===== config.mk =====
export PLATFORM = sky130hd
export DESIGN_NAME = free_run_timer_input_capture
export DESIGN_NICKNAME = d
export VERILOG_FILES = /design/src/core/frt_icu_pkg.sv /design/src/core/capture_channel.sv /design/src/core/free_run_timer_input_capture.sv
export SDC_FILE = /design/constraint.sdc
export NUM_CORES = 1
export LEC_CHECK = 0
export ABC_AREA = 1
export BUFFER_PORTS_ARGS = -buffer_cell sky130_fd_sc_hd__buf_2
export CORE_MARGIN = 1.5
export CORE_UTILIZATION = 45
export CTS_CLUSTER_SIZE = 40
export DETAILED_ROUTE_END_ITERATION = 6
export HOLD_SLACK_MARGIN = 0.15
export PLACE_DENSITY_LB_ADDON = 0.25
export SLEW_MARGIN = 20
export SYNTH_ARGS = -nofsm -noshare
export SYNTH_HDL_FRONTEND = slang
export SYNTH_SLANG_ARGS = --single-unit

===== constraint.sdc =====
create_clock -name aclk -period 2.5 [get_ports aclk]
set_input_delay 0 -clock aclk [delete_from_list [all_inputs] [get_ports aclk]]
set_output_delay 0 -clock aclk [all_outputs]
set_load 0.005 [all_outputs]

===== src/core/frt_icu_pkg.sv =====
// package: register map, field layout and shared types of the free-run timer with input capture
package frt_icu_pkg;

  localparam int          NUM_CH         = 4;
  localparam logic [7:0]  OFF_COUNT      = 8'h00;
  localparam logic [7:0]  OFF_CTRL       = 8'h04;
  localparam logic [7:0]  OFF_EDGE       = 8'h08;
  localparam logic [7:0]  OFF_STATUS     = 8'h0C;
  localparam logic [7:0]  OFF_MASK       = 8'h10;
  localparam logic [7:0]  OFF_CAP0       = 8'h14;
  localparam logic [7:0]  OFF_CAP3       = 8'h20;
  localparam logic [7:0]  OFF_XFER_SEL   = 8'h24;

  // counter_ctrl_status fields
  localparam int          CTRL_RUN       = 0;
  localparam int          CTRL_CLR       = 1;
  localparam int          CTRL_DIV_LO    = 2;
  localparam int          CTRL_DIV_W     = 2;
  localparam logic [31:0] CTRL_RESET     = 32'h0000_0000;

  // status and mask: bit 0 overflow, bits 1..4 capture channels 0..3
  localparam int          ST_OVF         = 0;
  localparam int          ST_CAP_LO      = 1;
  localparam int          ST_W           = 5;

  localparam logic [15:0] COUNT_RESET    = 16'h0000;
  localparam logic [15:0] COUNT_MAX      = 16'hFFFF;
  localparam int          PRE_W          = 8;
  localparam int          IRQ_NUM_OVF    = 19;

  localparam logic [1:0]  RESP_OKAY      = 2'b00;
  localparam logic [1:0]  RESP_SLVERR    = 2'b10;

  typedef enum logic [1:0] {
    EDGE_OFF     = 2'b00,
    EDGE_RISE    = 2'b01,
    EDGE_FALL    = 2'b10,
    EDGE_BOTH    = 2'b11
  } edge_sel_t;

  typedef struct packed {
    logic        valid;
    logic [7:0]  addr;
  } axi_addr_t;

  typedef struct packed {
    logic [15:0] value;
    logic        tick;
  } time_base_t;

endpackage


===== src/core/capture_channel.sv =====
// one capture channel: pin synchroniser, edge selection and latched count
module capture_channel (
  // clock and reset
  input  wire logic                   aclk,
  input  wire logic                   aresetn,
  input  wire logic                   ce,
  // configuration and time base
  input  wire frt_icu_pkg::edge_sel_t edge_sel,
  input  wire frt_icu_pkg::time_base_t tb,
  // pin
  input  wire logic                   pin,
  // result
  output logic                        captured,
  output logic [15:0]                 cap_value
);
  import frt_icu_pkg::*;

  logic       sync_a;
  logic       sync_b;
  logic       prev;
  wire        rose;
  wire        fell;
  wire        hit;

  assign rose = sync_b & ~prev;
  assign fell = ~sync_b & prev;
  assign hit  = (rose & edge_sel[0]) | (fell & edge_sel[1]);

  always_ff @(posedge aclk) begin
    if (!aresetn) begin
      sync_a    <= 1'b0;
      sync_b    <= 1'b0;
      prev      <= 1'b0;
      captured  <= 1'b0;
      cap_value <= COUNT_RESET;
    end else if (ce) begin
      sync_a   <= pin;
      sync_b   <= sync_a;
      prev     <= sync_b;
      captured <= hit;
      if (hit) begin
        cap_value <= tb.value;
      end
    end
  end

endmodule


===== src/core/free_run_timer_input_capture.sv =====
// top: 16-bit free-run timer, four capture channels, AXI4-Lite register slave
//
// Summary of operation
// - A 16-bit up counter advances by one on every prescaler tick while it runs.
// - The prescaler divides aclk by one of four ratios chosen in the control register.
// - Overflow can raise an interrupt request, the one numbered 19 in the system.
// - The overflow request can be routed to the auto_transfer_service instead of the cpu.
// - The counter is zero after reset and after software writes the counter_clear_bit.
// - The live count is handed to every capture channel as its time base.
// - On the selected pin edge the count of that moment goes into the pin's data register.
// - Each channel detects rising edges, falling edges, or both.
// - A capture edge can raise a cpu interrupt for its channel.
// - A capture interrupt can start the auto_transfer_service.
// - Two capture units of two pins give four channels with their own data registers.
// - Reading the count register gives the live count; writes load it only while halted.
module free_run_timer_input_capture (
  // clock, reset, enable
  input  wire logic                          aclk,
  input  wire logic                          aresetn,
  input  wire logic                          ce,
  // axi4-lite write address
  input  wire logic                          s_axi_awvalid,
  output logic                               s_axi_awready,
  input  wire logic [7:0]                    s_axi_awaddr,
  // axi4-lite write data
  input  wire logic                          s_axi_wvalid,
  output logic                               s_axi_wready,
  input  wire logic [31:0]                   s_axi_wdata,
  input  wire logic [3:0]                    s_axi_wstrb,
  // axi4-lite write response
  output logic                               s_axi_bvalid,
  input  wire logic                          s_axi_bready,
  output logic [1:0]                         s_axi_bresp,
  // axi4-lite read address
  input  wire logic                          s_axi_arvalid,
  output logic                               s_axi_arready,
  input  wire logic [7:0]                    s_axi_araddr,
  // axi4-lite read data
  output logic                               s_axi_rvalid,
  input  wire logic                          s_axi_rready,
  output logic [31:0]                        s_axi_rdata,
  output logic [1:0]                         s_axi_rresp,
  // capture pins, two units of two
  input  wire logic [frt_icu_pkg::NUM_CH-1:0] cap_pin,
  // interrupt and transfer-service requests
  output logic                               irq,
  output logic                               xfer_req
);
  import frt_icu_pkg::*;

  // ---------------- registers ----------------
  logic [15:0]           count;
  logic [PRE_W-1:0]      pre_cnt;
  logic                  run;
  logic [CTRL_DIV_W-1:0] div_sel;
  edge_sel_t             edge_sel [NUM_CH];
  logic [ST_W-1:0]       status;
  logic [ST_W-1:0]       mask;
  logic [ST_W-1:0]       xfer_sel;
  logic [15:0]           cap_value [NUM_CH];
  logic [NUM_CH-1:0]     captured;

  // ---------------- write channel ----------------
  axi_addr_t   aw;
  logic [31:0] wdata;
  logic [3:0]  wstrb;
  logic        w_held;

  wire do_write = aw.valid & w_held & ~s_axi_bvalid;
  wire wr_count = do_write & (aw.addr == OFF_COUNT);
  wire wr_ctrl  = do_write & (aw.addr == OFF_CTRL);
  wire wr_edge  = do_write & (aw.addr == OFF_EDGE);
  wire wr_stat  = do_write & (aw.addr == OFF_STATUS);
  wire wr_mask  = do_write & (aw.addr == OFF_MASK);
  wire wr_xsel  = do_write & (aw.addr == OFF_XFER_SEL);

  function automatic logic mapped(input logic [7:0] a);
    mapped = (a[1:0] == 2'b00) && (a <= OFF_XFER_SEL);
  endfunction

  // only low byte lanes carry fields; the clear bit honours lane 0
  wire lane0 = wstrb[0];
  wire lane1 = wstrb[1];
  wire clr_cmd = wr_ctrl & lane0 & wdata[CTRL_CLR];
  // a load while running is dropped, the counter owns itself then
  wire load_cmd = wr_count & ~run & (lane0 | lane1);

  // readies registered from the next held state, so they move exactly as a decode would
  wire next_aw_held = ~do_write & (aw.valid | (s_axi_awvalid & s_axi_awready));
  wire next_w_held  = ~do_write & (w_held | (s_axi_wvalid & s_axi_wready));
  wire next_bvalid  = do_write | (s_axi_bvalid & ~s_axi_bready);

  always_ff @(posedge aclk) begin
    if (!aresetn) begin
      aw            <= '0;
      w_held        <= 1'b0;
      wdata         <= '0;
      wstrb         <= '0;
      s_axi_bvalid  <= 1'b0;
      s_axi_bresp   <= RESP_OKAY;
      s_axi_awready <= 1'b1;
      s_axi_wready  <= 1'b1;
    end else if (ce) begin
      s_axi_awready <= ~next_aw_held & ~next_bvalid;
      s_axi_wready  <= ~next_w_held & ~next_bvalid;
      if (s_axi_awvalid & s_axi_awready) begin
        aw.valid <= 1'b1;
        aw.addr  <= s_axi_awaddr;
      end
      if (s_axi_wvalid & s_axi_wready) begin
        w_held <= 1'b1;
        wdata  <= s_axi_wdata;
        wstrb  <= s_axi_wstrb;
      end
      if (do_write) begin
        aw.valid     <= 1'b0;
        w_held       <= 1'b0;
        s_axi_bvalid <= 1'b1;
        s_axi_bresp  <= mapped(aw.addr) ? RESP_OKAY : RESP_SLVERR;
      end else if (s_axi_bvalid & s_axi_bready) begin
        s_axi_bvalid <= 1'b0;
      end
    end
  end

  // ---------------- prescaler and counter ----------------
  wire [PRE_W-1:0] pre_limit = PRE_W'((1 << (2 * div_sel)) - 1); // ratios 1,4,16,64
  // at or above the limit, so a smaller ratio chosen mid-count does not wait for a wrap
  wire             tick      = run & (pre_cnt >= pre_limit);
  wire             wrap      = tick & (count == COUNT_MAX);
  time_base_t      tb;

  assign tb.value = count;
  assign tb.tick  = tick;

  always_ff @(posedge aclk) begin
    if (!aresetn) begin
      count   <= COUNT_RESET;
      pre_cnt <= '0;
    end else if (ce) begin
      if (clr_cmd) begin
        count   <= COUNT_RESET;
        pre_cnt <= '0;
      end else if (load_cmd) begin
        if (lane0) count[7:0]  <= wdata[7:0];
        if (lane1) count[15:8] <= wdata[15:8];
      end else if (run) begin
        pre_cnt <= tick ? '0 : pre_cnt + 1'b1;
        if (tick) begin
          count <= count + 16'h0001;
        end
      end
    end
  end

  // ---------------- control registers ----------------
  always_ff @(posedge aclk) begin
    if (!aresetn) begin
      run      <= CTRL_RESET[CTRL_RUN];
      div_sel  <= CTRL_RESET[CTRL_DIV_LO +: CTRL_DIV_W];
      mask     <= '0;
      xfer_sel <= '0;
      for (int i = 0; i < NUM_CH; i++) begin
        edge_sel[i] <= EDGE_OFF;
      end
    end else if (ce) begin
      if (wr_ctrl & lane0) begin
        run     <= wdata[CTRL_RUN];
        div_sel <= wdata[CTRL_DIV_LO +: CTRL_DIV_W];
      end
      if (wr_edge & lane0) begin
        for (int i = 0; i < NUM_CH; i++) begin
          edge_sel[i] <= edge_sel_t'(wdata[2*i +: 2]);
        end
      end
      if (wr_mask & lane0) mask <= wdata[ST_W-1:0];
      if (wr_xsel & lane0) xfer_sel <= wdata[ST_W-1:0];
    end
  end

  // ---------------- capture channels ----------------
  // two units of two pins each, flattened into four channels
  for (genvar c = 0; c < NUM_CH; c++) begin : g_ch
    capture_channel u_ch (
      .aclk      (aclk),
      .aresetn   (aresetn),
      .ce        (ce),
      .edge_sel  (edge_sel[c]),
      .tb        (tb),
      .pin       (cap_pin[c]),
      .captured  (captured[c]),
      .cap_value (cap_value[c])
    );
  end

  // ---------------- status, interrupt, transfer request ----------------
  wire [ST_W-1:0] events    = {captured, wrap};
  wire [ST_W-1:0] clr_bits  = (wr_stat & lane0) ? wdata[ST_W-1:0] : '0;
  // set beats clear so an event in the clearing cycle survives
  wire [ST_W-1:0] next_status = (status & ~clr_bits) | events;
  wire [ST_W-1:0] pending     = status & mask;

  always_ff @(posedge aclk) begin
    if (!aresetn) begin
      status   <= '0;
      irq      <= 1'b0;
      xfer_req <= 1'b0;
    end else if (ce) begin
      status <= next_status;
      // transfer-selected sources leave the cpu line, overflow is request 19
      irq      <= |(next_status & mask & ~xfer_sel);
      xfer_req <= |(next_status & mask & xfer_sel);
    end
  end

  // ---------------- read channel ----------------
  logic [7:0] rd_addr;
  logic [31:0] rd_mux;
  wire        rd_go  = s_axi_arvalid & s_axi_arready;
  wire [1:0]  cap_ix = 2'((rd_addr - OFF_CAP0) >> 2);

  always_comb begin
    rd_mux = 32'h0000_0000;
    case (rd_addr)
      OFF_COUNT:    rd_mux[15:0] = count;
      OFF_CTRL:     rd_mux[CTRL_DIV_LO+CTRL_DIV_W-1:0] = {div_sel, 1'b0, run};
      OFF_EDGE:     rd_mux[2*NUM_CH-1:0] = {edge_sel[3], edge_sel[2], edge_sel[1], edge_sel[0]};
      OFF_STATUS:   rd_mux[ST_W-1:0] = status;
      OFF_MASK:     rd_mux[ST_W-1:0] = mask;
      OFF_XFER_SEL: rd_mux[ST_W-1:0] = xfer_sel;
      default: begin
        // misaligned capture offsets answer an error and must read zero
        if (mapped(rd_addr) && rd_addr >= OFF_CAP0 && rd_addr <= OFF_CAP3) begin
          rd_mux[15:0] = cap_value[cap_ix];
        end
      end
    endcase
  end

  always_ff @(posedge aclk) begin
    if (!aresetn) begin
      rd_addr       <= '0;
      s_axi_arready <= 1'b1;
      s_axi_rvalid  <= 1'b0;
      s_axi_rdata   <= '0;
      s_axi_rresp   <= RESP_OKAY;
    end else if (ce) begin
      if (rd_go) begin
        rd_addr       <= s_axi_araddr;
        s_axi_arready <= 1'b0;
      end else if (!s_axi_arready && !s_axi_rvalid) begin
        s_axi_rvalid <= 1'b1;
        s_axi_rdata  <= rd_mux;
        s_axi_rresp  <= mapped(rd_addr) ? RESP_OKAY : RESP_SLVERR;
      end else if (s_axi_rvalid & s_axi_rready) begin
        s_axi_rvalid  <= 1'b0;
        s_axi_arready <= 1'b1;
      end
    end
  end

endmodule


After elaboration in Yosys (flattened, before gate mapping)
Memory sizes are Yosys's and may differ from the RTL's.
Cells that the tools add are included.
- shift-type cells: 1
- reduce and logical (&&, ||, !) cells: 43
- magnitude comparators: 6
- bitwise logic cells: 80
- divide/modulo/power cells: 0
- multipliers: 0
- equality and inequality tests: 15
- muxes and demuxes: 41
- add/subtract/negate cells: 4
- operators by type and width (cell ; number):
    $mux 16 ; 7
    $mux 8 ; 6
    $and 1x1->1 ; 44
    $bmux 16 s2 ; 1
    $eq 8x4->1 const B ; 4
    $reduce_and 2->1 ; 14
    $le 8x6->1 const B ; 3
    $pmux 4 s6 ; 1
    $and 5x5->5 ; 4
    $add 16x1->16 const B ; 1
    $eq 16x16->1 const B ; 1
    $eq 8x3->1 const B ; 2
    $eq 8x5->1 const B ; 2
    $eq 8x6->1 const B ; 2
    $logic_not 8->1 ; 2
    $not 1->1 ; 16
    $pmux 8 s2 ; 1
    $mux 1 ; 15
    $reduce_or 5->1 ; 3
    $mux 2 ; 6
    $or 1x1->1 ; 12
    $reduce_and 3->1 ; 4
    $reduce_bool 2->1 ; 6
    $not 5->5 ; 2
    21 further kinds ; 31
- latch bits: 0
- word-level logic and storage cells: 235
- register bits after elaboration: 185
- memory bits (writable): 8
- bits of input ports: 64
- memories kept: 1
- memory bits (read-only): 0
- memory list (name ; words ; width ; read ports ; clocked after memory_dff ; wr ports ; RTL line ; RTL):
    edge_sel ; 4 ; 2 ; 4 ; 0 ; 4 ; free_run_timer_input_capture.sv:56 ; edge_sel_t edge_sel [NUM_CH];

Logic depth before layout (Yosys ltp)
Gate-level depths: netlist of run 1.
- depth in word-level cells: 11
- depth in mapped cells: 16
- depth with buffers taken out: 15

Modules after synthesis
Synthesis of run 1 repeated with hierarchy kept, for this count alone.
- cell total of the unflattened synthesis: 1419
- area total of the unflattened synthesis: 9811.9 um^2
- modules (own cells, without submodules) (module ; area an instance (um^2) ; times used ; seq. area each (um^2) ; cells each):
    free_run_timer_input_capture ; 6243.5 ; 1 ; 2302.2 ; 911
    capture_channel ; 892.1 ; 4 ; 400.4 ; 127

Worst setup path after synthesis of run 1
No wires, ideal clock.
- kind: reg-to-reg
- start point: register rd_addr[2]
- end point: register s_axi_rdata[6]
- arrival: 1.889 ns
- slack: 0.541 ns
- buffers on the path: 2
- clock period less this slack: 1.959 ns
- stages on the path, launching flop included: 10
- cell sequence: dfxtp_1 -> inv_1 -> buf_1 -> ha_1 -> inv_1 -> clkbuf_1 -> o21ai_0 -> o22ai_1 -> nand3_1 -> a21oi_1
- longest elaborated chain between the ends: 7
- ends and longest elaborated chain (item ; RTL line ; RTL):
    start, declared ; free_run_timer_input_capture.sv:217 ; logic [7:0] rd_addr;
    start signal, assigned ; free_run_timer_input_capture.sv:249 ; rd_addr <= s_axi_araddr;
    $sub 4x3->4 ; free_run_timer_input_capture.sv:220 ; wire [1:0] cap_ix = 2'((rd_addr - OFF_CAP0) >> 2);
    $not 2->3 (not written as such) ; free_run_timer_input_capture.sv:234 ; rd_mux[15:0] = cap_value[cap_ix];
    $bmux 16 s2 ; free_run_timer_input_capture.sv:234 ;
    $mux 16 (not written as such) (2 in series) ; free_run_timer_input_capture.sv:234 ;
    $mux 16 ; free_run_timer_input_capture.sv:233 ; if (mapped(rd_addr) && rd_addr >= OFF_CAP0 && rd_addr <= OFF_CAP3) begin
    $pmux 3 s3 (*) ; free_run_timer_input_capture.sv:224 ; case (rd_addr)
    end signal, assigned ; free_run_timer_input_capture.sv:253 ; s_axi_rdata <= rd_mux;
    end, declared ; free_run_timer_input_capture.sv:41 ; output logic [31:0] s_axi_rdata,
Mark *: on every way between the ends. The rest lies on a longest branch, timed or not. The select of a mux whose other input is x is not followed.
A chain may end at the register's enable or synchronous reset.

Worst setup path after layout of run 1
- start point: input port ce
- end point: register aw[0] (netlist bit)
- longest elaborated chain between the ends: 1
- ends and longest elaborated chain (item ; RTL line ; RTL):
    start, declared ; free_run_timer_input_capture.sv:20 ; input wire logic ce,
    $reduce_and 2->1 (no source line) ; - ;
    end, declared ; free_run_timer_input_capture.sv:64 ; axi_addr_t aw;
Every way passes these cells.

==> results of run 1 <==
-- stage by stage --
stage,hold WS [ns],util
6_report,0.3756,0.5479
5_1_grt,0.3902,0.5479
4_1_cts,0.3665,0.5479
3_5_place_dp,0.2287,0.4873
3_3_place_gp,0.2232,0.4873
2_1_floorplan,0.1349,-
-- cells in the final DEF (no fill, tap or decap), types with 2 or more instances in the layout --
master,n
edfxtp_1,8
dfxtp_1,183
xnor2_1,2
nor2_2,6
nor3_1,11
nand2_1,163
nor2_1,143
buf_2,69
nand3b_1,2
or2_2,2
a21oi_1,157
nand2_2,8
nand3_4,3
conb_1,20
inv_2,8
ha_1,15
o21ai_0,188
o22ai_1,28
nor2_4,7
clkinv_1,4
nand4_1,9
inv_1,100
dlygate4sd3_1,65
clkbuf_16,18
clkinv_2,6
clkinv_4,2
buf_4,17
nand3_1,70
xor2_1,9
nand2_4,2
a211oi_1,9
a22oi_1,2
clkbuf_1,3
nand2_8,2
-- where the power goes --
group          leakage [nW]  internal, mW  switching, mW
Combinational          2.68         0.309          0.528
Sequential             1.58          3.21         0.0841
Clock                 0.269          1.35           1.17
Total                  4.52          4.87           1.78
-- synth_stat cells, types with 3 or more instances --
library cell	instances	area [um2]
edfxtp_1	8	240.2
nor2_2	6	37.54
nand2_1	163	611.8
clkinv_1	4	15.01
buf_6	3	33.78
buf_4	21	157.7
xor2_1	9	78.83
buf_1	3	11.26
nor2_4	7	78.83
inv_2	8	30.03
dfxtp_1	183	3664
nor3_1	11	55.05
buf_2	4	20.02
a211oi_1	9	67.56
inv_1	100	375.4
nand3_4	3	52.55
a21oi_1	157	785.8
clkbuf_1	44	165.2
ha_1	15	187.7
nand4_1	9	56.30
nor2_1	143	536.8
nand3_1	70	350.3
o21ai_0	188	940.9
o22ai_1	28	175.2
nand2_2	8	50.05
-- repair_timing --
item                                   4_1_cts  5_1_grt
endpoints found under the hold margin       55        0
hold buffers                                65        0
buffers inserted                             0        0
-- sequential cells by signal, indices dropped and copies added, names as in the netlist, 8 cells and up --
| register | flops |
|---|---|
| aw | 9 |
| count | 16 |
| edge_sel | 8 |
| g_ch.u_ch.cap_value | 64 |
| pre_cnt | 8 |
| rd_addr | 8 |
| s_axi_rdata | 16 |
| wdata | 16 |
-- final timing paths --
kind	cells after the start	to	slack, ns	start
max	7	aw[0]$_SDFFE_PN0P_	0.29	ce
min	4	wdata[9]$_SDFFE_PN0P_	0.38	s_axi_wdata[9]
max reg2reg	13	pre_cnt[7]$_SDFFE_PN0P_	0.33	div_sel[1]$_SDFFE_PN0P_
min reg2reg	2	wdata[13]$_SDFFE_PN0P_	0.45	wdata[13]$_SDFFE_PN0P_
-- per-layer routing --
metal | track usage | up-vias
li1 | - | 4325
met3 | 0.03836 | 30
met1 | 0.3289 | 3972
met4 | 0.07371 | 0
met5 | 0 | -
met2 | 0.3646 | 248
-- cells by family (layout without fill, tap and decap cells) --
logic type               count (synthesis)  count (layout)  share of synthesized area
AND/OR/NAND/NOR                        436             436                     0.2224
AO/OA/AOI/OAI                          390             390                     0.2245
flip-flops                             191             191                     0.4308
buffers and inverters                  188             296                    0.09016
adder cells (fa/ha/maj)                 15              15                    0.02071
XOR/XNOR                                11              11                    0.01063
other                                    2              20                  0.0008287
-- tightest hold or removal path, stage by stage --
cell,delay [ns]
dlygate4sd3_1,0.51
buf_2,0.09
o21ai_0,0.07
a21oi_1,0.10
-- area by class of cell --
| class | count | area, um2 | area share |
|---|---|---|---|
| multi-input combinational | 872 | 4409 | 0.4108 |
| sequential | 191 | 3904 | 0.3637 |
| timing repair buffer | 151 | 1124 | 0.1047 |
| clock buffer | 22 | 475.5 | 0.04429 |
| inverter | 113 | 429.2 | 0.03998 |
| tap | 265 | 331.6 | 0.03089 |
| clock inverter | 10 | 61.31 | 0.005712 |
==> impl_metrics.csv, run 1 <==
group,metric,value,unit
synthesis,synth_seq_area_share,0.4308,
detailed_routing,vias,8575,
setup_path,worst_setup_path_start_kind,"primary input",
clocking,cts_buffers,17,
detailed_routing,drtIter0Drc,575,
global_routing,grt_usage,0.2337,
place,placed_cells,1527,
setup_path,crit_path_cell_trace,"dlygate4sd3_1 -> buf_2 -> buf_4 -> nand3_1 -> dlygate4sd3_1 -> a21oi_1 -> dlygate4sd3_1",
die,initial_core_util,0.4626,
power,peakVddDrop,462.2,uV
worst_hold_path,holdCritPathClass,"primary input to flop",
detailed_routing,top_layer,"met4",
power,leakage,4.520,nW
run_status,run_status,"finished clean",
setup_path,crit_top_cell,"dlygate4sd3_1",
clocking,ctsResizeCount,0,
detailed_routing,postRouteAntennaNets,0,
setup_path,critPathKind,"primary input to flop",
clocking,cts-root-buf,"clkbuf_16",
synthesis,ys.flop_type,"dfxtp_1",
synthesis,synthArstFlopShare,0,
die,fp-row-count,51,
cells_and_area,fin_cells,1624,
die,die_y,144.9,um
sta,setup_tns,0,ns
setup_path,path_max_fanout,18,
setup_path,crit_path_end_kind,"flop",
global_routing,grt_max_degree,92,
synthesis,synth-edff-count,8,
detailed_routing,dr.pass1.iters,7,
cells_and_area,drive_gt1_frac,0.1185,
place,pre_cts_ws,0.3391,ns
sta,rsz0062_at_grt,"no",
cells_and_area,fin_area,0.01073,mm2
detailed_routing,post_drt_wl_per_cell,14.92,um
global_routing,grt_overflow,0,
cells_and_area,fillers,1898,
detailed_routing,drt_wl_total,24.23,mm
detailed_routing,wl_met2,10.86,mm
sta,max_freq,452.1,MHz
die,core_area,0.01959,mm2
cells_and_area,syn2layout_area_growth,18.44,%
die,top_level_ports,107,
die,die_w,144.9,um
setup_path,critPathMaxStageDelay,0.59,ns
clocking,clk_pin_slew,0.07,ns
sta,finalWorstSetupSlack,0.2881,ns
sta,slew-limit-headroom,0.4507,
global_routing,grt_pass1_vias,7738,
clocking,htreeDepth,4,
synthesis,synth_area,0.009062,mm2
sta,final-hold-violation-count,0,
sta,fin_crit_sh,0.8847,
die,dieArea,0.02100,mm2
clocking,cts_sinks,191,
setup_path,crit_required,2.88,ns
global_routing,grt_pass1_wl,39.88,mm
synthesis,ys_warn_count,0,
global_routing,antenna_found_initial,0,
sta,drv_slew,0,
power,power_density,619.1,mW/mm2
place,io_buffer_count,70,
place,place_area,0.009547,mm2
synthesis,synth.distinct_cells,47,
clocking,clk_latency,0.44,ns
sta,setup_viol,0,
sta,skew,0.01384,ns
setup_path,worst_ep_arrival_time,2.59,ns
detailed_routing,viasPerCell,5.280,
power,power,6.646,mW
place,routabilityCongestion,0.8233,
setup_path,slowest_stage,"dlygate4sd3_1",
synthesis,syn_area_per_cell,7.350,um2
sta,fin_crit,2.212,ns
job,cap_violations,0,
detailed_routing,met1_length,11.77,mm
synthesis,synth-seq-cells,191,
setup_path,critPathBufInv,5,
clocking,clock_path_buffers,2,
detailed_routing,wl_met3,1.176,mm
cells_and_area,nets,1425,
cells_and_area,antenna_cells,0,
detailed_routing,drc_errors,0,
place,hpwl,16.13,mm
sta,tightest_slew,0.8239,ns
setup_path,crit_family,"buffers and inverters",
clocking,cts_tree,"yes",
synthesis,synth_cells,1233,
Note: power is estimated with default switching activity, not from simulation.
==> run 2, diff against run 1 <==
- CORE_MARGIN: 1.5 -> 4
==> impl_metrics.csv, run 2 (synthesis results as in run 1) <==
group,metric,value,unit
cells_and_area,largest_reg_flops,64,
global_routing,grt_usage,0.2240,
die,core_area,0.01965,mm2
power,power_density,618.1,mW/mm2
power,peakVddDrop,461.5,uV
die,dieArea,0.02247,mm2
worst_hold_path,holdCritStartpoint,"s_axi_awaddr[6]",
power,power.share.clock,0.384,
place,placed_cells,1528,
setup_path,crit_path_end_kind,"flop",
cells_and_area,layout_common_cells,"188 x o21ai_0, 183 x dfxtp_1, 163 x nand2_1",
setup_path,crit_required,2.80,ns
clocking,cts_sinks,191,
power,swShare,0.2562,
clocking,htreeDepth,4,
sta,max_freq,470.8,MHz
sta,fin_crit_sh,0.8496,
cells_and_area,antenna_cells,0,
detailed_routing,drt_wl_total,24.73,mm
sta,tightest_slew,0.5316,ns
setup_path,worst_ep_arrival_time,2.43,ns
global_routing,grt_pass1_wl,40.39,mm
sta,rsz0062_at_grt,"no",
power,combPwrFrac,0.129,
detailed_routing,wl_met3,1.259,mm
power,power,6.757,mW
die,die_w,149.9,um
power,switchingPower,1.731,mW
global_routing,grt_overflow,0,
sta,setup_viol,0,
die,fp-row-count,51,
cells_and_area,final_common_cell,"o21ai_0",
clocking,cts-root-buf,"clkbuf_16",
power,leakage,4.583,nW
setup_path,reg2reg_from,"div_sel[0]$_SDFFE_PN0P_",
detailed_routing,drtIter0Drc,658,
sta,slew-limit-headroom,0.6424,
place,hpwl,16.44,mm
global_routing,grt_pass1_vias,7969,
clocking,cts_tree,"yes",
die,initial_core_util,0.4611,
detailed_routing,top_layer,"met4",
cells_and_area,largest_register,"g_ch.u_ch.cap_value",
detailed_routing,vias,8651,
setup_path,worst_setup_path_start_kind,"flop",
detailed_routing,drc_errors,0,
job,cap_violations,0,
clocking,clock_path_buffers,2,
detailed_routing,wl_met2,11.35,mm
detailed_routing,viasPerCell,5.281,
die,die_y,149.9,um
cells_and_area,syn2layout_area_growth,20.63,%
place,io_buffer_count,70,
worst_hold_path,holdCritPathClass,"primary input to flop",
sta,final-hold-violation-count,0,
place,routabilityCongestion,0.8706,
sta,setup_tns,0,ns
sta,fin_crit,2.124,ns
power,seqPwrFrac,0.487,
detailed_routing,postRouteAntennaNets,0,
clocking,cts_setup_buffers,0,
run_status,run_status,"finished clean",
clocking,cts_buffers,17,
global_routing,grt_max_degree,83,
clocking,clk_pin_slew,0.07,ns
setup_path,cp-startpoint,"div_sel[0]$_SDFFE_PN0P_",
detailed_routing,post_drt_wl_per_cell,15.10,um
die,top_level_ports,107,
cells_and_area,drive_gt1_frac,0.1143,
clocking,clk_latency,0.43,ns
cells_and_area,fillers,1910,
cells_and_area,fin_cells,1638,
cells_and_area,nets,1443,
setup_path,critPathKind,"flop to flop",
sta,drv_slew,0,
setup_path,path_max_fanout,4,
global_routing,antenna_found_initial,0,
sta,skew,0.008890,ns
detailed_routing,met1_length,11.49,mm
power,internal_power,5.026,mW
detailed_routing,dr.pass1.iters,5,
[run 2: layout make-up]
class | instances | area [um2] | area share
Inverter | 113 | 429.2 | 0.03926
Tap cell | 265 | 331.6 | 0.03033
Multi-Input combinational cell | 872 | 4409 | 0.4033
Clock inverter | 6 | 90.09 | 0.008241
Timing Repair Buffer | 169 | 1314 | 0.1202
Sequential cell | 191 | 3904 | 0.3571
Clock buffer | 22 | 454.2 | 0.04155
[run 2: timing repair]
action | CTS | global route
hold buffers | 82 | 0
resized for setup | 0 | 0
hold endpoints to repair | 62 | 0
[run 2: final timing paths]
kind | to | slack (ns) | cells past startpoint
setup / recovery | pre_cnt[7]$_SDFFE_PN0P_ | 0.38 | 13
hold / removal | aw[6]$_SDFFE_PN0P_ | 0.39 | 4
setup reg to reg | pre_cnt[7]$_SDFFE_PN0P_ | 0.38 | 13
hold reg to reg | wdata[13]$_SDFFE_PN0P_ | 0.44 | 2
[run 2: power groups by stage]
stage               Sequential [mW]  Combinational [mW]  Clock, mW
global placement               3.36               0.745          0
CTS                            3.29               0.862       2.63
detailed placement             3.36               0.752          0
finish                         3.29               0.870       2.60
global route                   3.31               0.976       2.76
floorplan                      3.34               0.543          0
[run 2: routing by layer]
layer,vias to the layer above,GRT usage
met4,0,0.08371
met2,265,0.3593
li1,4356,-
met3,39,0.03150
met1,3991,0.3070
met5,-,0
[run 2: worst max-delay path, cell delays in order (launching register included)]
cell and delay [ns]:
dfxtp_1 0.39, nor2_1 0.08, ha_1 0.29, inv_1 0.04
o21bai_1 0.13, nand2_1 0.08, nand2_1 0.06, nand2_1 0.05
nand2_1 0.07, nand2_1 0.14, nand2_1 0.13, inv_1 0.09
o21ai_0 0.36, nor2_1 0.10
[run 2: metrics by stage]
step / worst slack (ns) / area (um2) / utilization / hold WS, ns
3_3_place_gp: 0.4545 / 9567 / 0.4868 / 0.2247
2_1_floorplan: 0.5408 / 9130 / - / 0.1349
5_1_grt: 0.1066 / 10930 / 0.5562 / 0.4061
3_5_place_dp: 0.4069 / 9567 / 0.4868 / 0.2300
6_report: 0.3759 / 10930 / 0.5562 / 0.3905
4_1_cts: 0.3841 / 10930 / 0.5562 / 0.3770
